--- src/odbg_pkg.sv ---
package odbg_pkg;
   // ======================================================
   // Register map (byte addresses on the AHB-Lite slave)
   // ======================================================
   localparam logic [7:0] ADDR_CTRL = 8'h00; // debug_control
   localparam logic [7:0] ADDR_STAT = 8'h04; // debug_status
   localparam logic [7:0] ADDR_IRQ_STAT = 8'h08; // Sticky event flags
   localparam logic [7:0] ADDR_IRQ_MASK = 8'h0C; // Interrupt mask
   localparam logic [7:0] ADDR_HOST_RD = 8'h10; // Host register-read data gate
   localparam logic [7:0] ADDR_ACK = 8'h14; // Last acknowledge byte sent
   // ======================================================
   // Field positions
   // ======================================================
   localparam int CTL_DEBUG_MODE = 7;
   localparam int CTL_BREAK_EN = 6;
   localparam int CTL_ACKEN = 5;
   localparam int CTL_RST = 0;
   localparam int ST_DEBUG = 7;
   localparam int ST_HALT = 6;
   localparam int ST_RDP = 5;
   localparam int EV_BREAK = 0; // Breakpoint taken
   localparam int EV_RESET_DONE = 1; // Requested reset finished
   localparam int EV_ACK_SENT = 2; // Acknowledge byte handed to link
   localparam int EV_W = 3;
   // ======================================================
   // Values and timing
   // ======================================================
   localparam logic [7:0] CTRL_RESET = 8'h00;
   localparam logic [7:0] CTRL_WMASK = 8'hE1; // Writable control bits
   localparam logic [7:0] BREAK_OPCODE = 8'h00;
   localparam logic [7:0] ACK_CHAR = 8'hFF;
   localparam logic [7:0] BLOCKED_BYTE = 8'hFF;
   localparam int RST_TIME_US = 16; // Length of the requested reset
   localparam int CLK_MHZ = 100;
   localparam int RST_CYCLES = RST_TIME_US * CLK_MHZ;
   // ======================================================
   // Carriers
   // ======================================================
   typedef struct packed
   {
      logic dbg_mode;
      logic brk_en;
      logic ack_en;
      logic rst_req;
   } odbg_ctrl_type;
   typedef struct packed
   {
      logic valid;
      logic [7:0] opcode;
   } odbg_decode_type;
endpackage

--- src/odbg_core.sv ---
// Decided for this implementation: the AHB-Lite register port and the address map.
`timescale 1ns/1ps
`default_nettype none
module odbg_core #(
   parameter int RST_CYCLES = odbg_pkg::RST_CYCLES
) (
   input wire logic i_core_clk,
   input wire logic i_reset_n,
   input wire logic i_clk_en,
   // AHB-Lite slave
   input wire logic i_hsel,
   input wire logic [31:0] i_haddr,
   input wire logic [1:0] i_htrans,
   input wire logic i_hwrite,
   input wire logic [2:0] i_hsize,
   input wire logic [31:0] i_hwdata,
   input wire logic i_hready,
   output logic [31:0] o_hrdata,
   output logic o_hreadyout,
   output logic o_hresp,
   // CPU side
   input wire logic i_decode_valid,
   input wire logic [7:0] i_decode_opcode,
   input wire logic i_cpu_halted,
   input wire logic i_flash_read_protect_option,
   input wire logic [7:0] i_host_rd_byte,
   output logic o_fetch_stop,
   output logic o_brk_as_nop,
   output logic o_sys_reset,
   output logic [7:0] o_host_rd_byte,
   output logic o_ack_valid,
   output logic [7:0] o_ack_byte,
   output logic o_irq
);
   // ======================================================
   // Reset release and pin synchronisers
   // ======================================================
   logic rst_meta_ff; // First reset flop
   logic rst_n_ff; // Released reset used everywhere
   // Assert async, release through two flops
   always_ff @(posedge i_core_clk or negedge i_reset_n)
   begin
      if (!i_reset_n)
      begin
         rst_meta_ff <= 1'b0;
         rst_n_ff <= 1'b0;
      end
      else
      begin
         rst_meta_ff <= 1'b1;
         rst_n_ff <= rst_meta_ff;
      end
   end

   logic read_protect_s; // Synchronised read-protect option
   logic halt_s; // Synchronised halt state
   odbg_sync #(.W(2)) u_sync (
      .i_clk(i_core_clk),
      .i_rst_n(rst_n_ff),
      .i_en(i_clk_en),
      .i_d({i_flash_read_protect_option, i_cpu_halted}),
      .o_q({read_protect_s, halt_s})
   );

   // ======================================================
   // Bus address phase capture
   // ======================================================
   logic wr_pend_ff; // Write data phase pending
   logic [7:0] addr_ff; // Captured offset
   logic rd_ok; // Read data available this phase
   logic access; // Valid address phase
   assign access = i_hsel && i_hready && i_htrans[1];
   // Latch the address phase; zero-wait slave
   always_ff @(posedge i_core_clk or negedge rst_n_ff)
   begin
      if (!rst_n_ff)
      begin
         wr_pend_ff <= 1'b0;
         addr_ff <= 8'h00;
      end
      else if (i_clk_en)
      begin
         wr_pend_ff <= access && i_hwrite;
         if (access)
            addr_ff <= i_haddr[7:0];
      end
   end
   assign rd_ok = 1'b1;

   // Write strobes decoded from the data phase
   function automatic logic wr_hit(input logic [7:0] a, input logic [7:0] off);
      wr_hit = (a == off);
   endfunction
   logic wr_ctrl; // Control register written
   logic wr_irqs; // Status write-one-to-clear
   logic wr_mask; // Mask written
   assign wr_ctrl = wr_pend_ff && wr_hit(addr_ff, odbg_pkg::ADDR_CTRL);
   assign wr_irqs = wr_pend_ff && wr_hit(addr_ff, odbg_pkg::ADDR_IRQ_STAT);
   assign wr_mask = wr_pend_ff && wr_hit(addr_ff, odbg_pkg::ADDR_IRQ_MASK);

   // ======================================================
   // Breakpoint detect and reset timer
   // ======================================================
   odbg_pkg::odbg_ctrl_type ctrl_ff; // Live control bits
   odbg_pkg::odbg_decode_type dec; // Decode carrier
   logic brk_hit; // Breakpoint taken this cycle
   logic rst_busy; // Requested reset running
   logic rst_done; // Requested reset finished
   assign dec = '{valid: i_decode_valid, opcode: i_decode_opcode};
   // Only honoured while running, so a halted core cannot re-trigger
   assign brk_hit = dec.valid && (dec.opcode == odbg_pkg::BREAK_OPCODE)
                    && ctrl_ff.brk_en && !ctrl_ff.dbg_mode;

   odbg_rst_timer #(.CYCLES(RST_CYCLES)) u_rtim (
      .i_clk(i_core_clk),
      .i_rst_n(rst_n_ff),
      .i_en(i_clk_en),
      .i_start(ctrl_ff.rst_req),
      .o_busy(rst_busy),
      .o_done(rst_done)
   );

   // ======================================================
   // Control register
   // ======================================================
   logic [7:0] wd; // Write data low byte
   assign wd = i_hwdata[7:0];
   // Debugger state lives on the core reset only, so the self-requested
   // system reset never disturbs it
   always_ff @(posedge i_core_clk or negedge rst_n_ff)
   begin
      if (!rst_n_ff)
         ctrl_ff <= '0;
      else if (i_clk_en)
      begin
         // Debug bit: breakpoint set beats any software clear
         if (brk_hit)
            ctrl_ff.dbg_mode <= 1'b1;
         else if (wr_ctrl)
         begin
            if (wd[odbg_pkg::CTL_DEBUG_MODE])
               ctrl_ff.dbg_mode <= 1'b1;
            else if (read_protect_s)
               ctrl_ff.dbg_mode <= ctrl_ff.dbg_mode;
            else
               ctrl_ff.dbg_mode <= 1'b0;
         end
         if (wr_ctrl)
         begin
            ctrl_ff.brk_en <= wd[odbg_pkg::CTL_BREAK_EN];
            ctrl_ff.ack_en <= wd[odbg_pkg::CTL_ACKEN];
         end
         // Reset bit: completion wins, a new write then rearms it
         if (rst_done)
            ctrl_ff.rst_req <= 1'b0;
         else if (wr_ctrl && wd[odbg_pkg::CTL_RST])
            ctrl_ff.rst_req <= 1'b1;
      end
   end

   // ======================================================
   // CPU-facing outputs
   // ======================================================
   // Registered copies (brk_as_nop inverted), one cycle behind the control bits and the reset timer busy flag
   always_ff @(posedge i_core_clk or negedge rst_n_ff)
   begin
      if (!rst_n_ff)
      begin
         o_fetch_stop <= 1'b0;
         o_brk_as_nop <= 1'b1;
         o_sys_reset <= 1'b0;
      end
      else if (i_clk_en)
      begin
         o_fetch_stop <= ctrl_ff.dbg_mode;
         o_brk_as_nop <= !ctrl_ff.brk_en;
         o_sys_reset <= rst_busy;
      end
   end

   // Host register-read gate: blocked reads give FFH
   always_ff @(posedge i_core_clk or negedge rst_n_ff)
   begin
      if (!rst_n_ff)
         o_host_rd_byte <= odbg_pkg::BLOCKED_BYTE;
      else if (i_clk_en)
      begin
         if (!ctrl_ff.dbg_mode || read_protect_s)
            o_host_rd_byte <= odbg_pkg::BLOCKED_BYTE;
         else
            o_host_rd_byte <= i_host_rd_byte;
      end
   end

   // Acknowledge character: one-cycle strobe to the link
   always_ff @(posedge i_core_clk or negedge rst_n_ff)
   begin
      if (!rst_n_ff)
      begin
         o_ack_valid <= 1'b0;
         o_ack_byte <= 8'h00;
      end
      else if (i_clk_en)
      begin
         o_ack_valid <= brk_hit && ctrl_ff.ack_en;
         if (brk_hit && ctrl_ff.ack_en)
            o_ack_byte <= odbg_pkg::ACK_CHAR;
      end
   end

   // ======================================================
   // Status word and interrupts
   // ======================================================
   logic [7:0] stat; // debug_status value
   always_comb
   begin
      stat = 8'h00;
      stat[odbg_pkg::ST_DEBUG] = ctrl_ff.dbg_mode;
      stat[odbg_pkg::ST_HALT] = halt_s;
      stat[odbg_pkg::ST_RDP] = !read_protect_s;
   end

   logic [odbg_pkg::EV_W-1:0] ev; // Event pulses
   logic [odbg_pkg::EV_W-1:0] irq_st_ff; // Sticky flags
   logic [odbg_pkg::EV_W-1:0] irq_mask_ff; // Enables
   always_comb
   begin
      ev = '0;
      ev[odbg_pkg::EV_BREAK] = brk_hit;
      ev[odbg_pkg::EV_RESET_DONE] = rst_done;
      ev[odbg_pkg::EV_ACK_SENT] = brk_hit && ctrl_ff.ack_en;
   end
   // Set wins over a same-cycle clear so no event is lost
   always_ff @(posedge i_core_clk or negedge rst_n_ff)
   begin
      if (!rst_n_ff)
      begin
         irq_st_ff <= '0;
         irq_mask_ff <= '0;
      end
      else if (i_clk_en)
      begin
         irq_st_ff <= (irq_st_ff & ~(wr_irqs ? i_hwdata[odbg_pkg::EV_W-1:0] : '0)) | ev;
         if (wr_mask)
            irq_mask_ff <= i_hwdata[odbg_pkg::EV_W-1:0];
      end
   end
   // Level interrupt, registered
   always_ff @(posedge i_core_clk or negedge rst_n_ff)
   begin
      if (!rst_n_ff)
         o_irq <= 1'b0;
      else if (i_clk_en)
         o_irq <= |(((irq_st_ff & ~(wr_irqs ? i_hwdata[odbg_pkg::EV_W-1:0] : '0)) | ev)
                    & (wr_mask ? i_hwdata[odbg_pkg::EV_W-1:0] : irq_mask_ff));
   end

   // ======================================================
   // Read data, registered in the address phase
   // ======================================================
   logic [7:0] ctrl_rd; // Control register read image
   assign ctrl_rd = {ctrl_ff.dbg_mode, ctrl_ff.brk_en, ctrl_ff.ack_en, 4'h0, ctrl_ff.rst_req};
   // Unmapped offsets read zero with OKAY
   always_ff @(posedge i_core_clk or negedge rst_n_ff)
   begin
      if (!rst_n_ff)
      begin
         o_hrdata <= 32'h0000_0000;
         o_hreadyout <= 1'b1;
         o_hresp <= 1'b0;
      end
      else if (i_clk_en)
      begin
         o_hreadyout <= rd_ok;
         o_hresp <= 1'b0;
         if (access && !i_hwrite)
         begin
            case (i_haddr[7:0])
               odbg_pkg::ADDR_CTRL: o_hrdata <= {24'h00_0000, ctrl_rd};
               odbg_pkg::ADDR_STAT: o_hrdata <= {24'h00_0000, stat};
               odbg_pkg::ADDR_IRQ_STAT: o_hrdata <= {29'h0000_0000, irq_st_ff};
               odbg_pkg::ADDR_IRQ_MASK: o_hrdata <= {29'h0000_0000, irq_mask_ff};
               odbg_pkg::ADDR_HOST_RD: o_hrdata <= {24'h00_0000, o_host_rd_byte};
               odbg_pkg::ADDR_ACK: o_hrdata <= {24'h00_0000, o_ack_byte};
               default: o_hrdata <= 32'h0000_0000;
            endcase
         end
      end
   end
endmodule // odbg_core
`default_nettype wire

--- src/odbg_sync.sv ---
`timescale 1ns/1ps
`default_nettype none
// ======================================================
// Two-flop synchroniser for pin inputs
// ======================================================
module odbg_sync #(
   parameter int W = 1
) (
   input wire logic i_clk,
   input wire logic i_rst_n,
   input wire logic i_en,
   input wire logic [W-1:0] i_d,
   output logic [W-1:0] o_q
);
   logic [W-1:0] meta_ff; // First stage, read only by o_q
   // Sampling chain, frozen with the clock enable
   always_ff @(posedge i_clk or negedge i_rst_n)
   begin
      if (!i_rst_n)
      begin
         meta_ff <= '0;
         o_q <= '0;
      end
      else if (i_en)
      begin
         meta_ff <= i_d;
         o_q <= meta_ff;
      end
   end
endmodule // odbg_sync
`default_nettype wire

--- src/odbg_rst_timer.sv ---
`timescale 1ns/1ps
`default_nettype none
// ======================================================
// Counts out the requested reset sequence
// ======================================================
module odbg_rst_timer #(
   parameter int CYCLES = odbg_pkg::RST_CYCLES
) (
   input wire logic i_clk,
   input wire logic i_rst_n,
   input wire logic i_en,
   input wire logic i_start,
   output logic o_busy,
   output logic o_done
);
   logic [31:0] cnt_ff; // Cycles left
   // Load on start, count down, pulse done at the end
   always_ff @(posedge i_clk or negedge i_rst_n)
   begin
      if (!i_rst_n)
      begin
         cnt_ff <= 32'h0000_0000;
         o_busy <= 1'b0;
         o_done <= 1'b0;
      end
      else if (i_en)
      begin
         o_done <= 1'b0;
         // Not in the done cycle: the request bit is still high then and
         // would otherwise rearm a second, unrequested reset sequence
         if (i_start && !o_busy && !o_done)
         begin
            cnt_ff <= 32'(CYCLES - 1);
            o_busy <= 1'b1;
         end
         else if (o_busy)
         begin
            if (cnt_ff == 32'h0000_0000)
            begin
               o_busy <= 1'b0;
               o_done <= 1'b1;
            end
            else
               cnt_ff <= cnt_ff - 32'h0000_0001;
         end
      end
   end
endmodule // odbg_rst_timer
`default_nettype wire

--- config.mk ---
export PLATFORM = sky130hd
export DESIGN_NAME = odbg_core
export DESIGN_NICKNAME = d
export VERILOG_FILES = /design/src/odbg_pkg.sv /design/src/odbg_core.sv /design/src/odbg_sync.sv /design/src/odbg_rst_timer.sv
export SDC_FILE = /design/constraint.sdc
export NUM_CORES = 1
export LEC_CHECK = 0
export BUFFER_PORTS_ARGS = -buffer_cell sky130_fd_sc_hd__buf_2
export CAP_MARGIN = 20
export CORE_AREA = 2 2 113 115
export DETAILED_ROUTE_END_ITERATION = 6
export DIE_AREA = 0 0 115 117
export PLACE_DENSITY = 0.58
export SKIP_CTS_REPAIR_TIMING = 1
export SYNTH_ARGS = -nofsm -noshare
export SYNTH_HDL_FRONTEND = slang
export SYNTH_SLANG_ARGS = --single-unit
--- constraint.sdc ---
create_clock -name i_core_clk -period 3.2 [get_ports i_core_clk]
set_input_delay 0.16 -clock i_core_clk [delete_from_list [all_inputs] [get_ports i_core_clk]]
set_output_delay 0.16 -clock i_core_clk [all_outputs]
set_load 0.01 [all_outputs]
* After elaboration in Yosys (flattened, before gate mapping)
Cells that the tools add are included.
** Storage, ports and cells
- Latch bits :: 0
- ROM bits :: 0
- Memories kept :: 0
- Input port bits :: 94
- Logic and storage cells :: 92
- Memory bits (writable) :: 0
- Register bits :: 105
** Cells by class
- $lt $le $gt $ge :: 0
- Shifts and indexed selects :: 0
- Div/mod/pow operators :: 0
- Multipliers :: 0
- Reduce and logical (&&, ||, !) cells :: 36
- Muxes and demuxes :: 19
- Equal/unequal tests :: 9
- Bitwise operators :: 4
- Add/sub/neg operators :: 1
** Operators with widths (number)
- two-way mux 32 bit :: 3
- one-hot mux 8 bit (6 select lines) :: 1
- equality test 8 x 4 -> 1 bit (second input constant) :: 4
- logical NOT 32 bit :: 1
- subtractor 32 x 1 -> 32 bit (second input constant) :: 1
- logical NOT 8 bit :: 3
- equality test 8 x 5 -> 1 bit (second input constant) :: 2
- logical AND 1 bit :: 14
- two-way mux 1 bit :: 12
- AND reduction 2 bit :: 5
- equality test 8 x 3 -> 1 bit (second input constant) :: 1
- two-way mux 8 bit :: 1
- bitwise AND 3 bit :: 2
- logical NOT 1 bit :: 6
- two-way mux 3 bit :: 2
- AND reduction 3 bit :: 2
- nonzero test 2 bit :: 3
- != test 3 bit (second input constant) :: 1
- NOT 3 bit :: 1
- bitwise OR 3 bit :: 1
- OR reduction 3 bit :: 1
- != test 2 x 1 -> 1 bit (second input constant) :: 1
- logical OR 1 bit :: 1

* Depth between registers and ports, before layout
- Depth after elaboration :: 8
- Mapped depth :: 8
- Mapped depth without buffers :: 7

* By module
A second synthesis with hierarchy kept.
** Second synthesis, totals
- Cell total of the unflattened synthesis :: 434
- Area, all modules :: 4383.0 sq um
** Modules (own cells, without submodules)
- odbg_core :: instances 1, area each 2311.0 sq um, seq. area each 1087.3 sq um, cells each 225
- odbg_rst_timer :: instances 1, area each 1926.8 sq um, seq. area each 850.8 sq um, cells each 201
- odbg_sync :: instances 1, area each 145.1 sq um, seq. area each 100.1 sq um, cells each 8

* Worst setup path after synthesis
OpenSTA, ideal clock, no wires.
- Path type :: reg-to-reg
- Start point :: register u_rtim.cnt_ff[24]
- End point :: register u_rtim.cnt_ff[31]
- Setup time :: 78 ps
- Slack :: 921 ps
- Path buffers :: 1
- Period minus slack after synthesis :: 2279 ps
- Cell stages (with the launch flop) :: 7
- Data arrival time :: 2200 ps
- Path through :: dfrtp_1 -> or4_4 -> buf_6 -> or2_1 -> or3_1 -> or4_1 -> a21oi_1
** On the way
- Word-level cells in the longest chain between the ends :: 4
- Elaborated cells between the ends (all ways) :: 7
- Those cells by class :: add/sub (1); eq/ne (1); mux (3); reduce/logical (2)
** RTL lines
- start: declaration :: RTL line odbg_rst_timer.sv:16 : logic [31:0] cnt_ff;
- start signal: assignment :: RTL line odbg_rst_timer.sv:33 : cnt_ff <= 32'(CYCLES - 1);
- start signal: assignment :: RTL line odbg_rst_timer.sv:44 : cnt_ff <= cnt_ff - 32'h0000_0001;
- subtractor 32 x 1 -> 32 bit :: RTL line odbg_rst_timer.sv:44
- two-way mux 32 bit :: RTL line odbg_rst_timer.sv:38 : if (cnt_ff == 32'h0000_0000)
- two-way mux 32 bit :: RTL line odbg_rst_timer.sv:36 : else if (o_busy)
- two-way mux 32 bit :: RTL line odbg_rst_timer.sv:31 : if (i_start && !o_busy && !o_done)
Parallel ways exist; a longest one is shown, timed or not. The select of a mux whose other input is x is not followed.
A chain may end at the register's enable or synchronous reset.

* Worst setup path in the final report
- Start point :: register u_rtim.cnt_ff[18]
- End point :: register u_rtim.cnt_ff[31]
The elaborated chain is that of the path after synthesis.

==> run summary <==
The post-route minimum period is 2.50 ns. The H-tree depth came out at 3. The die is 117 µm tall. In this run, the number of DRC markers left after iteration 0 of detailed routing was 159. The area growth from synthesis to layout came out at 18.2%. For this run, the slowest stage of the critical path takes 0.57 ns.

The worst pin sits at a relative slew slack of 44.2%. The number of detailed-routing iterations run before antenna repair is 4. The analysis attributes to cell leakage a power of 2.29 nW. The initial antenna violation count is 0. The wire length per cell after detailed routing is 15.3 µm.

The combined global-route utilization of all metal layers is 15.0%. The critical path is of the reg -> reg type. The worst path meets setup with 0.698 ns of slack. The die boundary width came out at 115 µm. Counting every instance in the synthesized netlist gives 413. Derived from the worst setup path, the maximum achievable clock frequency is 400 MHz. The most used flip-flop cell after synthesis is dfrtp_1. The core footprint came out at 12300 µm². Cells fill 40.3% of the core in the end.

The flip-flop and latch count after synthesis came out at 81. The mean area per synthesized cell came out at 10.2 µm². The pin count of the biggest net entering global routing came out at 80.

The clock transition at the register clock pins on the worst setup and hold paths after CTS came out at 0.06 ns. The floorplan step defined a die boundary enclosing 13500 µm². 149 I/O pins were placed.

The critical path goes through nor4_1 > nand3_1 > or3_1 > or4_1 > a21oi_1. The insertion delay to the later sink of the worst-skew pair is 0.34 ns. The final-report setup violation count came out at 0. TritonCTS built the clock tree. The number of warnings reported in the yosys synthesis log is 0. The flow ran to the end, and the final reports show no timing, DRC or antenna violations. Cells with a size suffix above 1 make up 27.0% of the layout. The post-synthesis cell type count came out at 52. The maximum vdd drop came out at 0.378 mV. The peak fanout along the critical path is 6.

The final-report max-slew violation count is 0. The worst setup path is launched from a register. The transition time at the pin with the least slew margin is 0.835 ns. The worst setup slack before clock tree synthesis is 0.733 ns. The count of buffers added on input and output ports is 68. In this run the remaining antenna-violating nets after routing total 0. The cell area after synthesis is 4190 µm².

The final-report hold violation count came out at 0. Dividing the final minimum period by the clock period gives 78.2%. The wire-length estimate of the detail-placed layout is 6890 µm. Routability-driven placement finished with a final weighted congestion of 0.773. The final layout contains 571 nets. The fraction of registers with async set/reset came out at 100%. Summed over all layers, the global routing overflow is 0. The root buffer cell is clkbuf_16. The initial cell density of the core is 34.1%. The repair_antennas step left the layout with diodes totalling 0. The via count of the first global-routing pass came to 3127. The number of enable flip-flop cells after synthesis came out at 0. Counting along the longest clock path gives a buffer depth of 2. The number of clock sinks came out at 81. The first global-routing pass estimated 16000 µm of wire. The number of clock buffers inserted by TritonCTS is 9. Setup repair after global routing left no endpoint under its margin. The path class of the tightest hold or removal check is in -> reg. The worst setup skew after layout is 0.00715 ns.

The routed design has 9680 µm of wire. STA puts the critical path data required time at 3.46 ns. The DRC violation count after routing came out at 0. The routed layout has 3284 vias. The total power density per cell area came out at 790 nW/µm².

The slowest stage of the critical path belongs to the cell nor4_1. The endpoint class of the critical path is a register. After synthesis, flip-flops and latches occupy 48.6% of the total area. Summed over all failing endpoints, the final setup total negative slack is 0 ns.

The number of cell rows is 41. The routed via count divided by cell count is 5.20. The reported max-cap violation count is 0.

The arrival time of the worst setup path came out at 2.76 ns.
[layout make-up]
type                    count  area [µm²]
fillers                  1229        7350
flip-flops and latches     81        2040
inverters                  12        45.0
repair buffers             75         415
clock buffers              10         239
clock inverters             6         138
well taps                 150         188
multi-input cells         297        1890
[power breakdown]
| part | internal, mW | switching, mW | total [mW] | leakage [nW] |
|---|---|---|---|---|
| Clock | 0.867 | 0.421 | 1.29 | 0.183 |
| Sequential | 1.25 | 0.237 | 1.48 | 1.03 |
| Combinational | 0.461 | 0.683 | 1.14 | 1.07 |
| Total | 2.58 | 1.34 | 3.92 | 2.29 |
[synthesized netlist by cell type (2+ instances only)]
library cell	count	area, µm²
or3_1	7	43.8
or4_1	12	90.1
and4_1	3	26.3
xnor2_1	2	17.5
a21o_1	2	15.0
a221oi_1	5	43.8
clkbuf_1	8	30.0
o41ai_1	4	35.0
nor2_1	29	109
a31oi_1	6	37.5
dfstp_2	9	236
nor4b_1	5	43.8
nor3_1	9	45.0
mux2_2	22	248
mux2i_1	12	120
o311ai_0	3	26.3
buf_1	5	18.8
and3_1	4	25.0
a22o_1	2	17.5
nand3b_1	5	37.5
buf_4	33	248
inv_1	12	45.0
nand3_1	7	35.0
nand2b_1	7	43.8
o211ai_1	3	22.5
or4b_1	2	20.0
o31ai_1	7	52.6
conb_1	2	7.51
or4_4	3	33.8
o21ai_0	21	105
nand4_1	5	31.3
nor4_1	6	37.5
nand2_1	36	135
a21oi_1	26	130
dfrtp_1	72	1800
[worst max-delay path: cells and delay by family (launching register included)]
kind	cells	cell delay, ns
simple gates	4	1.85
flops	1	0.43
compound gates	1	0.15
[sequential cells by signal, summed over array words and instances, names as in the netlist, 3 cells and up]
signal,cells
ctrl_ff,4
addr_ff,8
u_rtim.cnt_ff,32
o_hrdata,8
irq_st_ff,3
o_host_rd_byte,8
irq_mask_ff,3
[metrics by stage]
step           area (µm²)  total power [mW]  hold slack, ns  instances
2_1_floorplan        4290              2.39          -0.136        438
3_3_place_gp         4540              2.59         -0.0547        613
3_5_place_dp         4540              2.64         -0.0519        613
4_1_cts              4920              3.94          -0.409        629
5_1_grt              4960              4.18          0.0350        631
6_report             4960              3.92          0.0172        631
[layout by cell type (no fill, tap or decap), drive strengths merged, types with 3 or more instances in the layout]
| master | count |
|---|---|
| buf | 74 |
| dfrtp | 72 |
| nand2 | 36 |
| nor2 | 29 |
| conb | 27 |
| a21oi | 26 |
| mux2 | 22 |
| o21ai | 21 |
| or4 | 15 |
| inv | 13 |
| mux2i | 12 |
| nor3 | 10 |
| clkbuf | 10 |
| dfstp | 9 |
| nand3 | 8 |
| nor4 | 8 |
| nand2b | 7 |
| or3 | 7 |
| o31ai | 7 |
| a31oi | 6 |
| nor4b | 5 |
| nand4 | 5 |
| nand3b | 5 |
| a221oi | 5 |
| and3 | 4 |
| o41ai | 4 |
| bufinv | 4 |
| and4 | 3 |
| o211ai | 3 |
| o311ai | 3 |
[per-layer routing]
| layer | vias to the layer above | share of wire (%) | track usage (%) | wire [µm] |
|---|---|---|---|---|
| met3 | 12 | 3.6 | 1.60 | 350 |
| met5 | - | 0 | 0 | 0 |
| met4 | 0 | 1.9 | 6.59 | 182 |
| met1 | 1594 | 48 | 21.7 | 4640 |
| li1 | 1592 | - | - | - |
| met2 | 86 | 47 | 23.0 | 4510 |
[cell families (layout without fill, tap and decap cells)]
| group | count (synthesis) | count (layout) | share of synthesized area [%] |
|---|---|---|---|
| buffers and inverters | 60 | 103 | 8.53 |
| other | 2 | 27 | 0.179 |
| AO/OA/AOI/OAI | 85 | 85 | 13.0 |
| AND/OR/NAND/NOR | 148 | 148 | 20.1 |
| XOR/XNOR | 2 | 2 | 0.418 |
| adder cells (fa/ha/maj) | 1 | 1 | 0.298 |
| flip-flops | 81 | 81 | 48.6 |
| multiplexers | 34 | 34 | 8.77 |
[worst paths after layout]
| path | cells past startpoint | endpoint | startpoint | slack (ns) |
|---|---|---|---|---|
| min | 3 | ctrl_ff[2]$_DFFE_PN0P_ | i_hwdata[6] | 0.02 |
| min in group asynchronous | 2 | rst_n_ff$_DFF_PN0_ | i_reset_n | 0.14 |
| max reg2reg | 5 | u_rtim.cnt_ff[31]$_DFFE_PN0P_ | u_rtim.cnt_ff[18]$_DFFE_PN0P_ | 0.70 |
| max | 5 | u_rtim.cnt_ff[31]$_DFFE_PN0P_ | u_rtim.cnt_ff[18]$_DFFE_PN0P_ | 0.70 |
| min reg2reg | 0 | u_rtim.cnt_ff[7]$_DFFE_PN0P_ | rst_n_ff$_DFF_PN0_ | 0.21 |
| max in group asynchronous | 1 | o_host_rd_byte[0]$_DFFE_PN1P_ | rst_n_ff$_DFF_PN0_ | 2.38 |
Power figures use the tool's default switching activity.
